--- config.mk ---
export PLATFORM = sky130hd
export DESIGN_NAME = todc_top
export DESIGN_NICKNAME = d
export VERILOG_FILES = /design/src/todc_pkg.sv /design/src/todc_top.sv
export SDC_FILE = /design/constraint.sdc
export NUM_CORES = 1
export LEC_CHECK = 0
export ABC_AREA = 1
export ABC_CLOCK_PERIOD_IN_PS = 4390
export BUFFER_PORTS_ARGS = -buffer_cell sky130_fd_sc_hd__buf_4
export CORE_ASPECT_RATIO = 2
export CORE_MARGIN = 2
export CORE_UTILIZATION = 35
export CTS_CLUSTER_DIAMETER = 30
export DETAILED_ROUTE_END_ITERATION = 12
export PLACE_DENSITY_LB_ADDON = 0.12
export SLEW_MARGIN = 40
export SYNTH_ARGS = -nofsm -noshare
export SYNTH_HDL_FRONTEND = slang
export SYNTH_SLANG_ARGS = --single-unit
export TNS_END_PERCENT = 20
--- constraint.sdc ---
create_clock -name i_core_clk -period 4.39 [get_ports i_core_clk]
set_input_delay 0.439 -clock i_core_clk [delete_from_list [all_inputs] [get_ports i_core_clk]]
set_output_delay 0.439 -clock i_core_clk [all_outputs]
set_load 0.005 [all_outputs]
--- src/todc_pkg.sv ---
package todc_pkg;

    // Register byte offsets
    localparam logic [5:0] OFS_HOUR_MIN   = 6'h00; // hour_and_minute_register
    localparam logic [5:0] OFS_SECONDS    = 6'h04;
    localparam logic [5:0] OFS_HM_MATCH   = 6'h08; // hour_minute_match_value
    localparam logic [5:0] OFS_SEC_MATCH  = 6'h0c; // second_match_value
    localparam logic [5:0] OFS_CONTROL    = 6'h10;
    localparam logic [5:0] OFS_FLAGS      = 6'h14; // interrupt_flag_bits
    localparam logic [5:0] OFS_ENABLES    = 6'h18; // interrupt_enable_bits
    localparam logic [5:0] OFS_COUNTDOWN  = 6'h1c;
    localparam logic [5:0] OFS_DATE       = 6'h20; // date_counter_register
    localparam logic [5:0] OFS_DATE_MATCH = 6'h24; // date_match_value

    // Field positions
    localparam int HOURS_LSB = 8;
    localparam int CTL_EN_BIT  = 7;  // Block enable
    localparam int CTL_REF_BIT = 5;  // 1 selects the 32 kHz reference
    localparam int FLG_CDOWN = 0;    // Minute countdown reached -1
    localparam int FLG_MIN   = 1;
    localparam int FLG_MATCH = 2;    // Also match_interrupt_enable
    localparam int FLG_DAY   = 3;
    localparam int FLG_1HZ   = 4;
    localparam int FLG_HOUR  = 5;    // hour_rollover_flag
    localparam int FLG_TICK  = 8;    // periodic_tick_select 0..7 at 8..15

    // Reset values
    localparam logic [7:0]  CTL_RESET   = 8'h80; // Clock enabled at reset
    localparam logic [5:0]  CDOWN_RESET = 6'h3f; // Idle at -1
    localparam logic [15:0] FLG_RESET   = 16'h0000;
    localparam logic [15:0] ENA_RESET   = 16'h0000;

    // Counts
    localparam int DIV_32K768   = 32768; // Reference cycles per second
    localparam int DIV_32K      = 32000;
    localparam int TICK_TAPS    = 8;
    localparam int TICK_CNT_W   = 13;    // 4 Hz is reference / 8192
    localparam logic [5:0] SEC_LAST  = 6'h3b;  // 59
    localparam logic [5:0] MIN_LAST  = 6'h3b;  // 59
    localparam logic [4:0] HOUR_LAST = 5'h17;  // 23

    // Counter snapshot carried as one word
    typedef struct packed {
        logic [8:0] days;
        logic [4:0] hours;
        logic [5:0] mins;
        logic [5:0] secs;
    } todc_tod_t;

    // Bus handshake states
    typedef enum logic [1:0] {
        BUS_IDLE = 2'b01,
        BUS_RESP = 2'b10
    } todc_bus_t;

endpackage : todc_pkg

--- src/todc_top.sv ---
// Functional notes
// - Divide 32.768 or 32 kHz reference to 1 Hz
// - Divider taps feed the periodic sampling timer
// - Six-bit seconds counter advanced per 1 Hz tick
// - Minutes and hours share one combined register
// - Nine-bit day counter in its own register
// - 24-hour clock over 512 days, then wraps
// - Counters readable and writable at any time
// - Each seconds increment sets the 1 Hz flag
// - Seconds 59 to 00 advances minutes, sets flag
// - Minute rollover sets hour flag, hour rollover day
// - Hours 23 to 00 advances the day counter
// - Three match registers; equal time raises match flag
// - Enabled match repeats every 512 days
// - Eight select bits, sampling only while enabled
// - Each selected rate sets its own flag
// - Rates double from 4 Hz to 512 Hz
// - Countdown decrements per minute, fires at -1, holds
//
// Our own choices: the register addresses and the Avalon-MM register port.
module todc_top #(
    parameter int P_DIV_32K768 = todc_pkg::DIV_32K768,
    parameter int P_DIV_32K    = todc_pkg::DIV_32K
) (
    input  wire logic        i_core_clk,
    input  wire logic        i_rst_n,
    input  wire logic        i_ref_clk,
    input  wire logic [5:0]  i_avs_address,
    input  wire logic        i_avs_read,
    input  wire logic        i_avs_write,
    input  wire logic [31:0] i_avs_writedata,
    input  wire logic [3:0]  i_avs_byteenable,
    output logic      [31:0] o_avs_readdata,
    output logic             o_avs_waitrequest,
    output logic             o_irq
);

    // Divisors must fit the 16-bit prescaler and leave room to count
    if (P_DIV_32K768 < 2 || P_DIV_32K768 > 65536 ||
        P_DIV_32K < 2 || P_DIV_32K > 65536) begin : g_bad_div
        $error("Prescaler divisor out of range");
    end

    ////////////////////////////////////////////////////////////////////////
    // Reset release and reference edge

    logic                rst_meta_n;
    logic                rst_n;
    logic                ref_q;
    logic                ref_tick;

    // Asserted at once, released after two core edges
    always_ff @(posedge i_core_clk or negedge i_rst_n) begin
        if (!i_rst_n) begin
            rst_meta_n <= 1'b0;
            rst_n      <= 1'b0;
        end else begin
            rst_meta_n <= 1'b1;
            rst_n      <= rst_meta_n;
        end
    end

    // Reference is slow and taken as synchronous; rising edge is the tick
    always_ff @(posedge i_core_clk or negedge rst_n) begin
        if (!rst_n) begin
            ref_q <= 1'b0;
        end else begin
            ref_q <= i_ref_clk;
        end
    end
    assign ref_tick = i_ref_clk & ~ref_q;

    ////////////////////////////////////////////////////////////////////////
    // Register state and bus decode

    todc_pkg::todc_tod_t tod_reg;
    todc_pkg::todc_tod_t match_reg;
    logic [7:0]          ctl_reg;
    logic [15:0]         flg_reg;
    logic [15:0]         flg_next;
    logic [15:0]         ena_reg;
    logic [5:0]          cdown_reg;
    todc_pkg::todc_bus_t bus_reg;
    logic [31:0]         cur_word;
    logic [31:0]         be_mask;
    logic [31:0]         wr_word;
    logic                wr_fire;
    logic                rd_fire;
    logic                clk_en;

    assign clk_en = ctl_reg[todc_pkg::CTL_EN_BIT];

    // Present value of the addressed register; unmapped reads as zero
    always_comb begin
        cur_word = 32'h0000_0000;
        case (i_avs_address)
            todc_pkg::OFS_HOUR_MIN:   cur_word = {19'h0, tod_reg.hours,
                                                  2'h0, tod_reg.mins};
            todc_pkg::OFS_SECONDS:    cur_word = {26'h0, tod_reg.secs};
            todc_pkg::OFS_HM_MATCH:   cur_word = {19'h0, match_reg.hours,
                                                  2'h0, match_reg.mins};
            todc_pkg::OFS_SEC_MATCH:  cur_word = {26'h0, match_reg.secs};
            todc_pkg::OFS_CONTROL:    cur_word = {24'h0, ctl_reg};
            todc_pkg::OFS_FLAGS:      cur_word = {16'h0, flg_reg};
            todc_pkg::OFS_ENABLES:    cur_word = {16'h0, ena_reg};
            todc_pkg::OFS_COUNTDOWN:  cur_word = {26'h0, cdown_reg};
            todc_pkg::OFS_DATE:       cur_word = {23'h0, tod_reg.days};
            todc_pkg::OFS_DATE_MATCH: cur_word = {23'h0, match_reg.days};
            default:                  cur_word = 32'h0000_0000;
        endcase
    end

    // Byte lanes not enabled keep their present contents
    always_comb begin
        be_mask = {{8{i_avs_byteenable[3]}}, {8{i_avs_byteenable[2]}},
                   {8{i_avs_byteenable[1]}}, {8{i_avs_byteenable[0]}}};
        wr_word = (cur_word & ~be_mask) | (i_avs_writedata & be_mask);
    end

    // One wait cycle: data captured on entry, request accepted in RESP
    always_ff @(posedge i_core_clk or negedge rst_n) begin
        if (!rst_n) begin
            bus_reg        <= todc_pkg::BUS_IDLE;
            o_avs_readdata <= 32'h0000_0000;
        end else begin
            case (bus_reg)
                todc_pkg::BUS_IDLE: begin
                    if (i_avs_read || i_avs_write) begin
                        bus_reg        <= todc_pkg::BUS_RESP;
                        o_avs_readdata <= i_avs_read ? cur_word : 32'h0;
                    end
                end
                todc_pkg::BUS_RESP: bus_reg <= todc_pkg::BUS_IDLE;
                default:            bus_reg <= todc_pkg::BUS_IDLE;
            endcase
        end
    end
    assign o_avs_waitrequest = (i_avs_read | i_avs_write) &
                               (bus_reg != todc_pkg::BUS_RESP);
    assign wr_fire = (bus_reg == todc_pkg::BUS_RESP) & i_avs_write;
    assign rd_fire = (bus_reg == todc_pkg::BUS_RESP) & i_avs_read;

    ////////////////////////////////////////////////////////////////////////
    // Prescaler and sampling taps

    logic [15:0]                      pre_reg;
    logic [15:0]                      pre_last;
    logic [todc_pkg::TICK_CNT_W-1:0]  tap_reg;
    logic [todc_pkg::TICK_TAPS-1:0]   tap_hit;
    logic                             sec_tick;

    // Terminal count follows the selected crystal frequency
    assign pre_last = ctl_reg[todc_pkg::CTL_REF_BIT] ?
                      16'(P_DIV_32K - 1) : 16'(P_DIV_32K768 - 1);
    assign sec_tick = ref_tick & clk_en & (pre_reg == pre_last);

    // Divider to one hertz; frozen while the block is disabled
    always_ff @(posedge i_core_clk or negedge rst_n) begin
        if (!rst_n) begin
            pre_reg <= 16'h0000;
        end else if (ref_tick && clk_en) begin
            pre_reg <= sec_tick ? 16'h0000 : pre_reg + 16'h0001;
        end
    end

    // Binary tap chain; kept apart so 32 kHz rates stay exact halvings
    always_ff @(posedge i_core_clk or negedge rst_n) begin
        if (!rst_n) begin
            tap_reg <= '0;
        end else if (ref_tick && clk_en) begin
            tap_reg <= tap_reg + 1'b1;
        end
    end

    // Tap k fires every 8192 >> k reference cycles
    for (genvar k = 0; k < todc_pkg::TICK_TAPS; k++) begin : g_tap
        assign tap_hit[k] = ref_tick & clk_en &
                            (&tap_reg[todc_pkg::TICK_CNT_W-1-k:0]) &
                            ena_reg[todc_pkg::FLG_TICK+k];
    end

    ////////////////////////////////////////////////////////////////////////
    // Time-of-day counters

    logic [5:0] secs_reg;
    logic [5:0] mins_reg;
    logic [4:0] hours_reg;
    logic [8:0] days_reg;
    logic       sec_wrap;
    logic       min_wrap;
    logic       hour_wrap;
    logic       wr_hm;

    // Seconds and days have their own process, minutes and hours share one; the snapshot is only a wire view
    assign tod_reg   = {days_reg, hours_reg, mins_reg, secs_reg};
    assign sec_wrap  = sec_tick & (secs_reg == todc_pkg::SEC_LAST);
    assign min_wrap  = sec_wrap & (mins_reg == todc_pkg::MIN_LAST);
    assign hour_wrap = min_wrap & (hours_reg == todc_pkg::HOUR_LAST);
    assign wr_hm     = wr_fire & (i_avs_address == todc_pkg::OFS_HOUR_MIN);

    // Seconds; a bus write wins over a tick in the same cycle
    always_ff @(posedge i_core_clk or negedge rst_n) begin
        if (!rst_n) begin
            secs_reg <= 6'h00;
        end else if (wr_fire && i_avs_address == todc_pkg::OFS_SECONDS) begin
            secs_reg <= wr_word[5:0];
        end else if (sec_tick) begin
            secs_reg <= sec_wrap ? 6'h00 : secs_reg + 6'h01;
        end
    end

    // Minutes and hours live in one register
    always_ff @(posedge i_core_clk or negedge rst_n) begin
        if (!rst_n) begin
            mins_reg  <= 6'h00;
            hours_reg <= 5'h00;
        end else if (wr_hm) begin
            mins_reg  <= wr_word[5:0];
            hours_reg <= wr_word[todc_pkg::HOURS_LSB +: 5];
        end else if (sec_wrap) begin
            mins_reg <= min_wrap ? 6'h00 : mins_reg + 6'h01;
            if (min_wrap) begin
                hours_reg <= hour_wrap ? 5'h00 :
                             hours_reg + 5'h01;
            end
        end
    end

    // Day count wraps from 511 to 0 by its own width
    always_ff @(posedge i_core_clk or negedge rst_n) begin
        if (!rst_n) begin
            days_reg <= 9'h000;
        end else if (wr_fire && i_avs_address == todc_pkg::OFS_DATE) begin
            days_reg <= wr_word[8:0];
        end else if (hour_wrap) begin
            days_reg <= days_reg + 9'h001;
        end
    end

    ////////////////////////////////////////////////////////////////////////
    // Control, enables, match values and countdown

    // Plain software-owned registers
    always_ff @(posedge i_core_clk or negedge rst_n) begin
        if (!rst_n) begin
            ctl_reg   <= todc_pkg::CTL_RESET;
            ena_reg   <= todc_pkg::ENA_RESET;
            match_reg <= '0;
        end else if (wr_fire) begin
            case (i_avs_address)
                todc_pkg::OFS_CONTROL:    ctl_reg <= wr_word[7:0];
                todc_pkg::OFS_ENABLES:    ena_reg <= wr_word[15:0];
                todc_pkg::OFS_SEC_MATCH:  match_reg.secs <= wr_word[5:0];
                todc_pkg::OFS_DATE_MATCH: match_reg.days <= wr_word[8:0];
                todc_pkg::OFS_HM_MATCH: begin
                    match_reg.mins  <= wr_word[5:0];
                    match_reg.hours <= wr_word[todc_pkg::HOURS_LSB +: 5];
                end
                default: ;
            endcase
        end
    end

    logic cdown_fire;

    assign cdown_fire = sec_wrap & (cdown_reg == 6'h00);

    // Counts down per minute tick, then rests at -1 until rewritten
    always_ff @(posedge i_core_clk or negedge rst_n) begin
        if (!rst_n) begin
            cdown_reg <= todc_pkg::CDOWN_RESET;
        end else if (wr_fire && i_avs_address == todc_pkg::OFS_COUNTDOWN) begin
            cdown_reg <= wr_word[5:0];
        end else if (sec_wrap && cdown_reg != todc_pkg::CDOWN_RESET) begin
            cdown_reg <= cdown_reg - 6'h01;
        end
    end

    ////////////////////////////////////////////////////////////////////////
    // Match detection, flags and interrupt

    logic match_now;
    logic match_q;
    logic match_hit;

    // Fires on the first cycle of equality, so once per 512-day lap
    assign match_now = (tod_reg == match_reg);
    assign match_hit = match_now & ~match_q &
                       ena_reg[todc_pkg::FLG_MATCH];

    always_ff @(posedge i_core_clk or negedge rst_n) begin
        if (!rst_n) begin
            match_q <= 1'b0;
        end else begin
            match_q <= match_now;
        end
    end

    // Read clears only bits that were returned; a new event always wins
    always_comb begin
        flg_next = flg_reg;
        if (rd_fire && i_avs_address == todc_pkg::OFS_FLAGS) begin
            flg_next = flg_reg & ~o_avs_readdata[15:0];
        end
        flg_next[todc_pkg::FLG_1HZ]   |= sec_tick;
        flg_next[todc_pkg::FLG_MIN]   |= sec_wrap;
        flg_next[todc_pkg::FLG_HOUR]  |= min_wrap;
        flg_next[todc_pkg::FLG_DAY]   |= hour_wrap;
        flg_next[todc_pkg::FLG_MATCH] |= match_hit;
        flg_next[todc_pkg::FLG_CDOWN] |= cdown_fire;
        flg_next[todc_pkg::FLG_TICK +: todc_pkg::TICK_TAPS] |= tap_hit;
    end

    always_ff @(posedge i_core_clk or negedge rst_n) begin
        if (!rst_n) begin
            flg_reg <= todc_pkg::FLG_RESET;
        end else begin
            flg_reg <= flg_next;
        end
    end

    // Level output, high while any enabled flag stands
    assign o_irq = |(flg_reg & ena_reg);

    ////////////////////////////////////////////////////////////////////////
    // Checks

    chk_sec_wrap: assert property (@(posedge i_core_clk) disable iff (!rst_n)
        sec_wrap && !wr_fire |=> tod_reg.secs == 6'h00)
        else $error("Seconds did not wrap to zero");

    chk_min_flag: assert property (@(posedge i_core_clk) disable iff (!rst_n)
        sec_wrap |=> flg_reg[todc_pkg::FLG_MIN])
        else $error("Minute flag not set on rollover");

    chk_hz_flag: assert property (@(posedge i_core_clk) disable iff (!rst_n)
        sec_tick && !wr_fire |=> flg_reg[todc_pkg::FLG_1HZ] &&
            tod_reg.secs != $past(tod_reg.secs))
        else $error("Second flag not set");

    chk_day_step: assert property (@(posedge i_core_clk) disable iff (!rst_n)
        hour_wrap && !wr_fire |=> tod_reg.hours == 5'h00 &&
            tod_reg.days == $past(tod_reg.days) + 9'h001)
        else $error("Day did not advance at midnight");

    chk_pre_term: assert property (@(posedge i_core_clk) disable iff (!rst_n)
        sec_tick |=> pre_reg == 16'h0000 ##1 pre_reg <= pre_last)
        else $error("Prescaler did not restart");

    chk_cdown_hold: assert property (@(posedge i_core_clk)
        disable iff (!rst_n)
        cdown_reg == 6'h3f && !wr_fire |=> cdown_reg == 6'h3f)
        else $error("Countdown left its rest value");

    chk_tap_gate: assert property (@(posedge i_core_clk) disable iff (!rst_n)
        !clk_en && !wr_fire && !rd_fire
            |=> flg_reg[15:8] == $past(flg_reg[15:8]))
        else $error("Sampling flag rose while disabled");

    chk_match_irq: assert property (@(posedge i_core_clk)
        disable iff (!rst_n)
        match_hit |=> flg_reg[todc_pkg::FLG_MATCH] && o_irq)
        else $error("Match did not raise interrupt");

    chk_bus_resp: assert property (@(posedge i_core_clk) disable iff (!rst_n)
        (i_avs_read || i_avs_write) && o_avs_waitrequest
            |=> !o_avs_waitrequest)
        else $error("Bus answer not after one wait cycle");

    chk_flag_sticky: assert property (@(posedge i_core_clk)
        disable iff (!rst_n)
        flg_reg[todc_pkg::FLG_DAY] && !rd_fire
            |=> flg_reg[todc_pkg::FLG_DAY])
        else $error("Day flag lost without a read");

endmodule : todc_top

After elaboration in Yosys (flattened, before gate mapping):

Cells that the tools add are included.

* bits in registers: 165
* logic and storage cells: 144

* bitwise gates (word level): 46
* multiplexer cells: 21
* eq/ne operators: 19
* $add $sub $neg: 7
* reductions and logical operators: 30

Operators by type and width (number)
* 16-bit one-hot mux with 10 select lines: 1
* 16-bit bitwise AND: 4
* 6-bit 2-to-1 mux: 8
* 16-bit 2-to-1 mux: 2
* 32-bit 2-to-1 mux: 1
* 16-bit inverter: 2
* 1-bit bitwise AND: 29
* 26-bit == test: 1
* 6-bit by 5-bit == test with 1-bit output (second input constant): 4
* 6-bit == test (second input constant): 4
* 5-bit 2-to-1 mux: 4
* 9-bit 2-to-1 mux: 2
* 16-bit by 1-bit adder with 16-bit output (second input constant): 1
* 16-bit by 15-bit == test with 1-bit output: 1
* 16-bit bitwise OR: 1
* 16-bit OR reduction: 1
* 2-bit AND reduction: 7
* 13-bit by 1-bit adder with 13-bit output (second input constant): 1
* 13-bit AND reduction: 1
* 6-bit by 1-bit adder with 6-bit output (second input constant): 2
* 6-bit by 4-bit == test with 1-bit output (second input constant): 2
* 6-bit zero test: 2
* 12-bit AND reduction: 1
* 11-bit AND reduction: 1
* 22 further kinds: 40

Depth between registers and ports, before layout:

Gate-level depths: netlist (run 1).

* depth in word-level cells: 11
* mapped depth: 12

Worst setup path after synthesis (run 1):

OpenSTA, ideal clock, no wires.

* path type: register to register
* start: register pre_reg[0]
* end: register days_reg[4]
* arrival: 1.514 ns
* required time: 4.265 ns
* stages on the path, launching flop included: 11
* setup slack: 2.751 ns
* buffers on the path: 0
* cells stage by stage: dfrtp_1 > ha_1 > nand2_1 > nor2_1 > nand4_4 > nor2_4 > nand4_2 > nand2_2 > inv_2 > nand2_1 > nand3_1

* word-level cells in the longest chain between the ends: 6

Ends and longest elaborated chain
* from (decl): line todc_top.sv:146 `logic [15:0] pre_reg;`
* from (signal assigned): line todc_top.sv:162 `pre_reg <= sec_tick ? 16'h0000 : pre_reg + 16'h0001;`
* 16-bit by 15-bit == test with 1-bit output: line todc_top.sv:155 `assign sec_tick = ref_tick & clk_en & (pre_reg == pre_last);`
* 1-bit bitwise AND: line todc_top.sv:155
* 1-bit bitwise AND: line todc_top.sv:196 `assign sec_wrap = sec_tick & (secs_reg == todc_pkg::SEC_LAST);`
* 1-bit bitwise AND: line todc_top.sv:197 `assign min_wrap = sec_wrap & (mins_reg == todc_pkg::MIN_LAST);`
* 1-bit bitwise AND: line todc_top.sv:198 `assign hour_wrap = min_wrap & (hours_reg == todc_pkg::HOUR_LAST);`
* 2-bit nonzero test (no line)
* to (signal assigned): line todc_top.sv:234 `days_reg <= wr_word[8:0];`
* to (signal assigned): line todc_top.sv:236 `days_reg <= days_reg + 9'h001;`
* to (decl): line todc_top.sv:188 `logic [8:0] days_reg;`

Every way passes these cells.
A chain may end at the register's enable or synchronous reset.

Final worst setup path (run 1):

* start: register ctl_reg[7]
* end: register days_reg[2]

* word-level cells in the longest chain between the ends: 6

Ends and longest elaborated chain
* from (decl): line todc_top.sv:78 `logic [7:0] ctl_reg;`
* from (signal assigned): line todc_top.sv:246 `ctl_reg <= todc_pkg::CTL_RESET;`
* from (signal assigned): line todc_top.sv:251 `todc_pkg::OFS_CONTROL: ctl_reg <= wr_word[7:0];`
* 1-bit bitwise AND (2 in a row): line todc_top.sv:155
* 1-bit bitwise AND: line todc_top.sv:196
* 1-bit bitwise AND: line todc_top.sv:197
* 1-bit bitwise AND: line todc_top.sv:198
* 2-bit nonzero test (no line)

Every way passes these cells.

==> flow_metrics.env, run 1 <==
export IMPL_cap_violations=0
export IMPL_synth_top_flop_cell="dfrtp_1"
export IMPL_place_gp_congestion=0.976
export IMPL_setup_violations=0
export IMPL_power_switching_mw=1.01
export IMPL_worstRegToRegCells=9
export IMPL_synthArstFlopShare_pct=100
export IMPL_power_density_nw_per_um2=341
export IMPL_ant_nets=0
export IMPL_crit_family="simple AND/OR/NAND/NOR gates"
export IMPL_rsz0062_at_grt="no"
export IMPL_synth_edff_count=0
export IMPL_drtIter0Drc=487
export IMPL_crit_chain="nand3_2 > nor2_2 > nand3_2 > nor2_2 > nand4_2 > inv_1 > nand2_1 > nand2_1 > nor2_1"
export IMPL_cp_max_fo=11
export IMPL_synth_cells=1144
export IMPL_fin_nets=1249
export IMPL_syn_avg_cell_area_um2=7.79
export IMPL_relSlewSlack_pct=47.2
export IMPL_grt_ovfl_total=0
export IMPL_viasPerCell=5.09
export IMPL_endpoint_kind="flop"
export IMPL_fillerInstances=2717
export IMPL_p_leak_nw=4.94
export IMPL_holdWs_ps=132
export IMPL_finalWirelength_um=29900
export IMPL_grt_pass1_wl_um=45400
export IMPL_drtPass1Iterations=6
export IMPL_dpl_cell_count=1508
export IMPL_syn_area_um2=8910
export IMPL_fin_crit_sh_pct=55.3
export IMPL_post_dp_cell_area_um2=9560
export IMPL_die_width_um=117
export IMPL_ys_seq_elements=149
export IMPL_drc=0
export IMPL_grt_pass1_vias=7715
export IMPL_holdBufCountCts=1
export IMPL_power_frac_seq_pct=45.0
export IMPL_r2r_start="ctl_reg[7]"
export IMPL_max_stage_delay_ps=620
export IMPL_post_cts_buffers=0
export IMPL_htree_num_levels=4
export IMPL_fin_crit_ps=2430
export IMPL_p_int_mw=2.45
export IMPL_num_rows=82
export IMPL_hp_start="i_ref_clk"
export IMPL_hold_viol_final=0
export IMPL_tightest_slew_ps=787
export IMPL_clk_path_buf_depth=2
export IMPL_status="finished clean"
export IMPL_wl_per_cell_um=19.4
export IMPL_yosysSeqAreaShare_pct=41.9
export IMPL_cts_root_buf="clkbuf_16"
export IMPL_critPathKind="reg -> reg"
export IMPL_p_sw_share_pct=29.2
export IMPL_final_cells=1541
export IMPL_io_buffers=46
export IMPL_synth_warnings=0
export IMPL_antenna_found_initial=0
export IMPL_hpwl_um=23200
export IMPL_clockPowerShare_pct=42.1
export IMPL_fin_area_um2=10100
export IMPL_cp_slowest_cell="dfstp_2"
export IMPL_clk_pin_slew_ps=70
export IMPL_critPathLaunchType="flop"
export IMPL_core_area_um2=25000
export IMPL_p_comb_share_pct=13.0
export IMPL_arrival_ps=2770
export IMPL_initial_core_util_pct=35.6
export IMPL_diodes=0
export IMPL_min_to="ref_q"
export IMPL_slew_viol_final=0
export IMPL_die_y_um=230
export IMPL_num_io_pins=81
export IMPL_cts_tree="built"
export IMPL_tns_ps=0
export IMPL_clock_fmax_ghz=0.412
export IMPL_ir_drop_v=0.000258
export IMPL_ys_types=50
export IMPL_finalPower_mw=3.46
export IMPL_finClkSkew_ps=8.69
export IMPL_worstReg2RegEnd="days_reg[2]"
export IMPL_min_delay_path_class="in -> reg"
export IMPL_synthToLayoutAreaGrowth_pct=13.8
export IMPL_grt_use_total_pct=23.3
export IMPL_cts_buffers=17
export IMPL_die_area_um2=26800
export IMPL_postCtsResizedCells=0
export IMPL_largest_reg_flops=26
export IMPL_insertion_delay_ps=450
export IMPL_drive_gt1_share_pct=15.9
export IMPL_crit_buf_inv=1
export IMPL_rrSetupSlack_ps=1960
export IMPL_min_path_cells=1
export IMPL_cts_sinks=149
export IMPL_via_count=7844
export IMPL_grt_max_degree=56
export IMPL_cp_required_ps=4730
-- layout make-up --
| cell class | count | area, um2 | share of cell area [%] |
|---|---|---|---|
| Sequential cell | 149 | 3740 | 36.9 |
| Timing Repair Buffer | 53 | 425 | 4.20 |
| Inverter | 151 | 569 | 5.61 |
| Tap cell | 336 | 420 | 4.15 |
| Multi-Input combinational cell | 820 | 4420 | 43.6 |
| Clock inverter | 7 | 70.1 | 0.691 |
| Clock buffer | 25 | 495 | 4.89 |
-- metal layers --
metal | wire [um] | vias to the layer above | track usage (%)
li1 | - | 3799 | -
met2 | 16300 | 216 | 42.4
met3 | 1080 | 62 | 3.77
met4 | 1620 | 0 | 12.9
met5 | 0 | - | 0
met1 | 10900 | 3767 | 24.7
-- power groups by stage --
stage	clock [mW]	sequential, mW	combinational, mW
floorplan	0	1.56	0.277
global placement	0	1.58	0.438
global route	1.54	1.56	0.501
CTS	1.48	1.55	0.453
detailed placement	0	1.58	0.451
finish	1.45	1.55	0.449
-- Yosys cell counts, drive strengths merged, types with 3 or more instances --
cell type,count,share of area [%]
a21o,3,0.25
a21oi,31,1.9
a22oi,3,0.25
buf,32,2.5
clkbuf,7,0.29
dfrtp,141,40
dfstp,8,2.4
ha,10,1.4
inv,149,6.3
nand2,267,12
nand3,144,9.0
nand4,31,2.9
nor2,110,6.7
nor3,13,0.86
nor4,3,0.38
o211ai,6,0.51
o21ai,101,5.7
o22ai,15,1.1
or2,15,1.1
xnor2,16,1.6
xor2,26,2.6
-- worst max-delay path by stage --
stage,start,end,slack (ps),depth (start not counted)
final,ctl_reg[7],days_reg[2],1960,9
after detailed placement,i_avs_address[3],days_reg[4],1700,10
after CTS,ctl_reg[7],days_reg[2],1970,9
after global placement,i_avs_address[0],days_reg[4],1700,10
after floorplan,rst_n,bus_reg[1],1930,0
after global routing,ctl_reg[7],days_reg[2],1890,9
-- per-stage QoR --
stage	util (%)	setup slack, ps
6_report	40.5	1960
3_3_place_gp	38.1	1700
3_5_place_dp	38.2	1700
5_1_grt	40.5	1890
4_1_cts	40.5	1970
2_1_floorplan	-	1930
-- worst reg2reg max path, stage by stage (launching register included) --
cell and delay [ps]:
dfstp_2 620, nand3_2 280, nor2_2 220, nand3_2 100
nor2_2 440, nand4_2 280, inv_1 210, nand2_1 70
nand2_1 70, nor2_1 40
-- placed cells by master, fill, tap and decap left out, drive strengths merged, types with 16 or more instances in the layout --
cell,count
xnor2,16
dfrtp,141
nor2,110
conb,17
a21oi,31
nand4,31
inv,149
nand2,267
buf,52
o21ai,101
xor2,26
nand3,144
clkbuf,25
-- kinds of logic after synthesis --
logic type	after synthesis	share of synthesized area (%)
AND/OR/NAND/NOR	587	33.2
buffers and inverters	190	9.15
AO/OA/AOI/OAI	164	10.1
flip-flops	149	41.9
XOR/XNOR	42	4.13
adder cells (fa/ha/maj)	10	1.40
other	2	0.0843
No activity file was read; power rests on OpenSTA's default activity.
==> run 2: changes to the inputs <==
--- a/config.mk
+++ b/config.mk
@@ -6,7 +6,7 @@
 export NUM_CORES = 1
 export LEC_CHECK = 0
 export ABC_AREA = 1
-export ABC_CLOCK_PERIOD_IN_PS = 4390
+export ABC_CLOCK_PERIOD_IN_PS = 2300
 export BUFFER_PORTS_ARGS = -buffer_cell sky130_fd_sc_hd__buf_4
 export CORE_ASPECT_RATIO = 2
 export CORE_MARGIN = 2
==> constraint.sdc (replaced) <==
create_clock -name i_core_clk -period 2.3 [get_ports i_core_clk]
set_input_delay 0.23 -clock i_core_clk [delete_from_list [all_inputs] [get_ports i_core_clk]]
set_output_delay 0.23 -clock i_core_clk [all_outputs]
set_load 0.005 [all_outputs]
==> flow_metrics.env, run 2 (same netlist as run 1, synthesis figures left out) <==
export IMPL_hpwl_um=24100
export IMPL_rsz0062_at_grt="no"
export IMPL_htree_num_levels=4
export IMPL_fin_nets=1282
export IMPL_initial_core_util_pct=35.6
export IMPL_via_count=7909
export IMPL_grt_pass1_wl_um=46900
export IMPL_rrSetupSlack_ps=230
export IMPL_ir_drop_v=0.000527
export IMPL_cp_required_ps=2070
export IMPL_wl_per_cell_um=19.6
export IMPL_place_gp_congestion=0.942
export IMPL_slew_viol_final=0
export IMPL_cp_max_fo=3
export IMPL_crit_cells=5
export IMPL_cap_violations=0
export IMPL_cts_tree="built"
export IMPL_cts_sinks=149
export IMPL_dpl_cell_count=1540
export IMPL_largest_reg_flops=26
export IMPL_num_rows=82
export IMPL_antenna_found_initial=0
export IMPL_die_y_um=230
export IMPL_cts_root_buf="clkbuf_16"
export IMPL_p_leak_nw=5.15
export IMPL_critPathKind="reg -> out"
export IMPL_seqCellArea_um2=3740
export IMPL_die_width_um=117
export IMPL_diodes=0
export IMPL_fin_crit_ps=2110
export IMPL_fillerInstances=2671
export IMPL_dp_slack_ps=221
export IMPL_cp_slowest_cell="nor4_1"
export IMPL_status="finished clean"
export IMPL_setup_violations=0
export IMPL_crit_buf_inv=1
export IMPL_final_common_cell="nand2_1"
export IMPL_drive_gt1_share_pct=18.2
export IMPL_clock_fmax_ghz=0.474
export IMPL_clk_pin_slew_ps=70
export IMPL_grt_max_degree=42
export IMPL_min_delay_path_class="in -> reg"
export IMPL_power_density_nw_per_um2=657
export IMPL_finClkSkew_ps=12.3
export IMPL_grt_use_total_pct=24.0
export IMPL_min_path_cells=3
export IMPL_relSlewSlack_pct=58.9
export IMPL_crit_chain="nand2_1 > o21ai_0 > nor4_1 > nand3_1 > buf_4"
export IMPL_grt_ovfl_total=0
export IMPL_hold_viol_final=0
export IMPL_tightest_slew_ps=617
export IMPL_endpoint_kind="primary output"
export IMPL_worstRegToRegCells=10
export IMPL_multi_input_area_um2=4410
export IMPL_crit_family="simple AND/OR/NAND/NOR gates"
export IMPL_ant_nets=0
export IMPL_tns_ps=0
export IMPL_finalPower_mw=6.88
export IMPL_num_io_pins=81
export IMPL_drtIter0Drc=380
export IMPL_max_stage_delay_ps=440
export IMPL_viasPerCell=5.02
export IMPL_fin_crit_sh_pct=91.6
export IMPL_core_area_um2=25000
export IMPL_arrival_ps=1880
export IMPL_synthToLayoutAreaGrowth_pct=17.4
export IMPL_drtPass1Iterations=5
export IMPL_die_area_um2=26800
export IMPL_critPathLaunchType="flop"
export IMPL_post_cts_buffers=0
export IMPL_final_cell_mix="nand2_1, dfrtp_1, inv_1"
export IMPL_grt_pass1_vias=8122
export IMPL_drc=0
export IMPL_clk_path_buf_depth=2
export IMPL_insertion_delay_ps=450
export IMPL_io_buffers=46
export IMPL_cts_buffers=17
export IMPL_worst_slack_ps=193
export IMPL_finalWirelength_um=30800
export IMPL_final_cells=1574
==> run 2: power by group <==
part           total (mW)  switching (mW)  internal [mW]
logic               0.915           0.604          0.311
registers            2.95           0.165           2.79
clock network        3.01            1.22           1.80
==> run 2: worst paths after layout <==
| kind | startpoint | endpoint |
|---|---|---|
| worst max-delay path | flg_reg[5] | o_irq |
| worst min-delay path | i_avs_writedata[15] | ena_reg[15] |
| worst max register to register | pre_reg[0] | days_reg[4] |
| worst min register to register | rst_n | o_avs_readdata[1] |
| max in group asynchronous | rst_n | ctl_reg[7] |
| min in group asynchronous | i_rst_n | rst_n |
==> run 2: worst reg2reg max path, cell delays in order (launching register included) <==
cell and delay (ps):
dfrtp_1 390, ha_1 180, nand2_1 100, nor2_1 170, nand4_4 130, nor2_4 290, nand4_2 290, nand2_2 190
inv_2 80, nand2_1 60, nand3_1 70
==> run 2: stage by stage <==
stage	instance area [um2]	util, %	hold slack, ps
final	10500	41.8	51.9
after global routing	10500	41.8	62.9
after CTS	10500	41.8	46.9
after detailed placement	9830	39.3	13.8
after global placement	9830	39.3	13.2
after floorplan	8970	-	-65.6
==> run 2: area by class of cell <==
class	instances	area share, %
Multi-Input combinational cell	820	42.2
Clock buffer	21	4.50
Timing Repair Buffer	86	6.70
Sequential cell	149	35.8
Inverter	151	5.44
Tap cell	336	4.02
Clock inverter	11	1.41
==> run 2: timing repair <==
| item | CTS | global route |
|---|---|---|
| resized for setup | 0 | 0 |
| endpoints found under the hold margin | 3 | 0 |
| hold buffers | 2 | 0 |
==> run 2: layer usage <==
layer / global-route usage, % / share of wire [%] / up-vias / wire length [um]
met5: 0 / 0 / - / 0
met4: 11.9 / 4.9 / 0 / 1510
met3: 4.01 / 3.1 / 56 / 958
met2: 44.6 / 55 / 189 / 17100
met1: 25.2 / 37 / 3798 / 11300
li1: - / - / 3866 / -
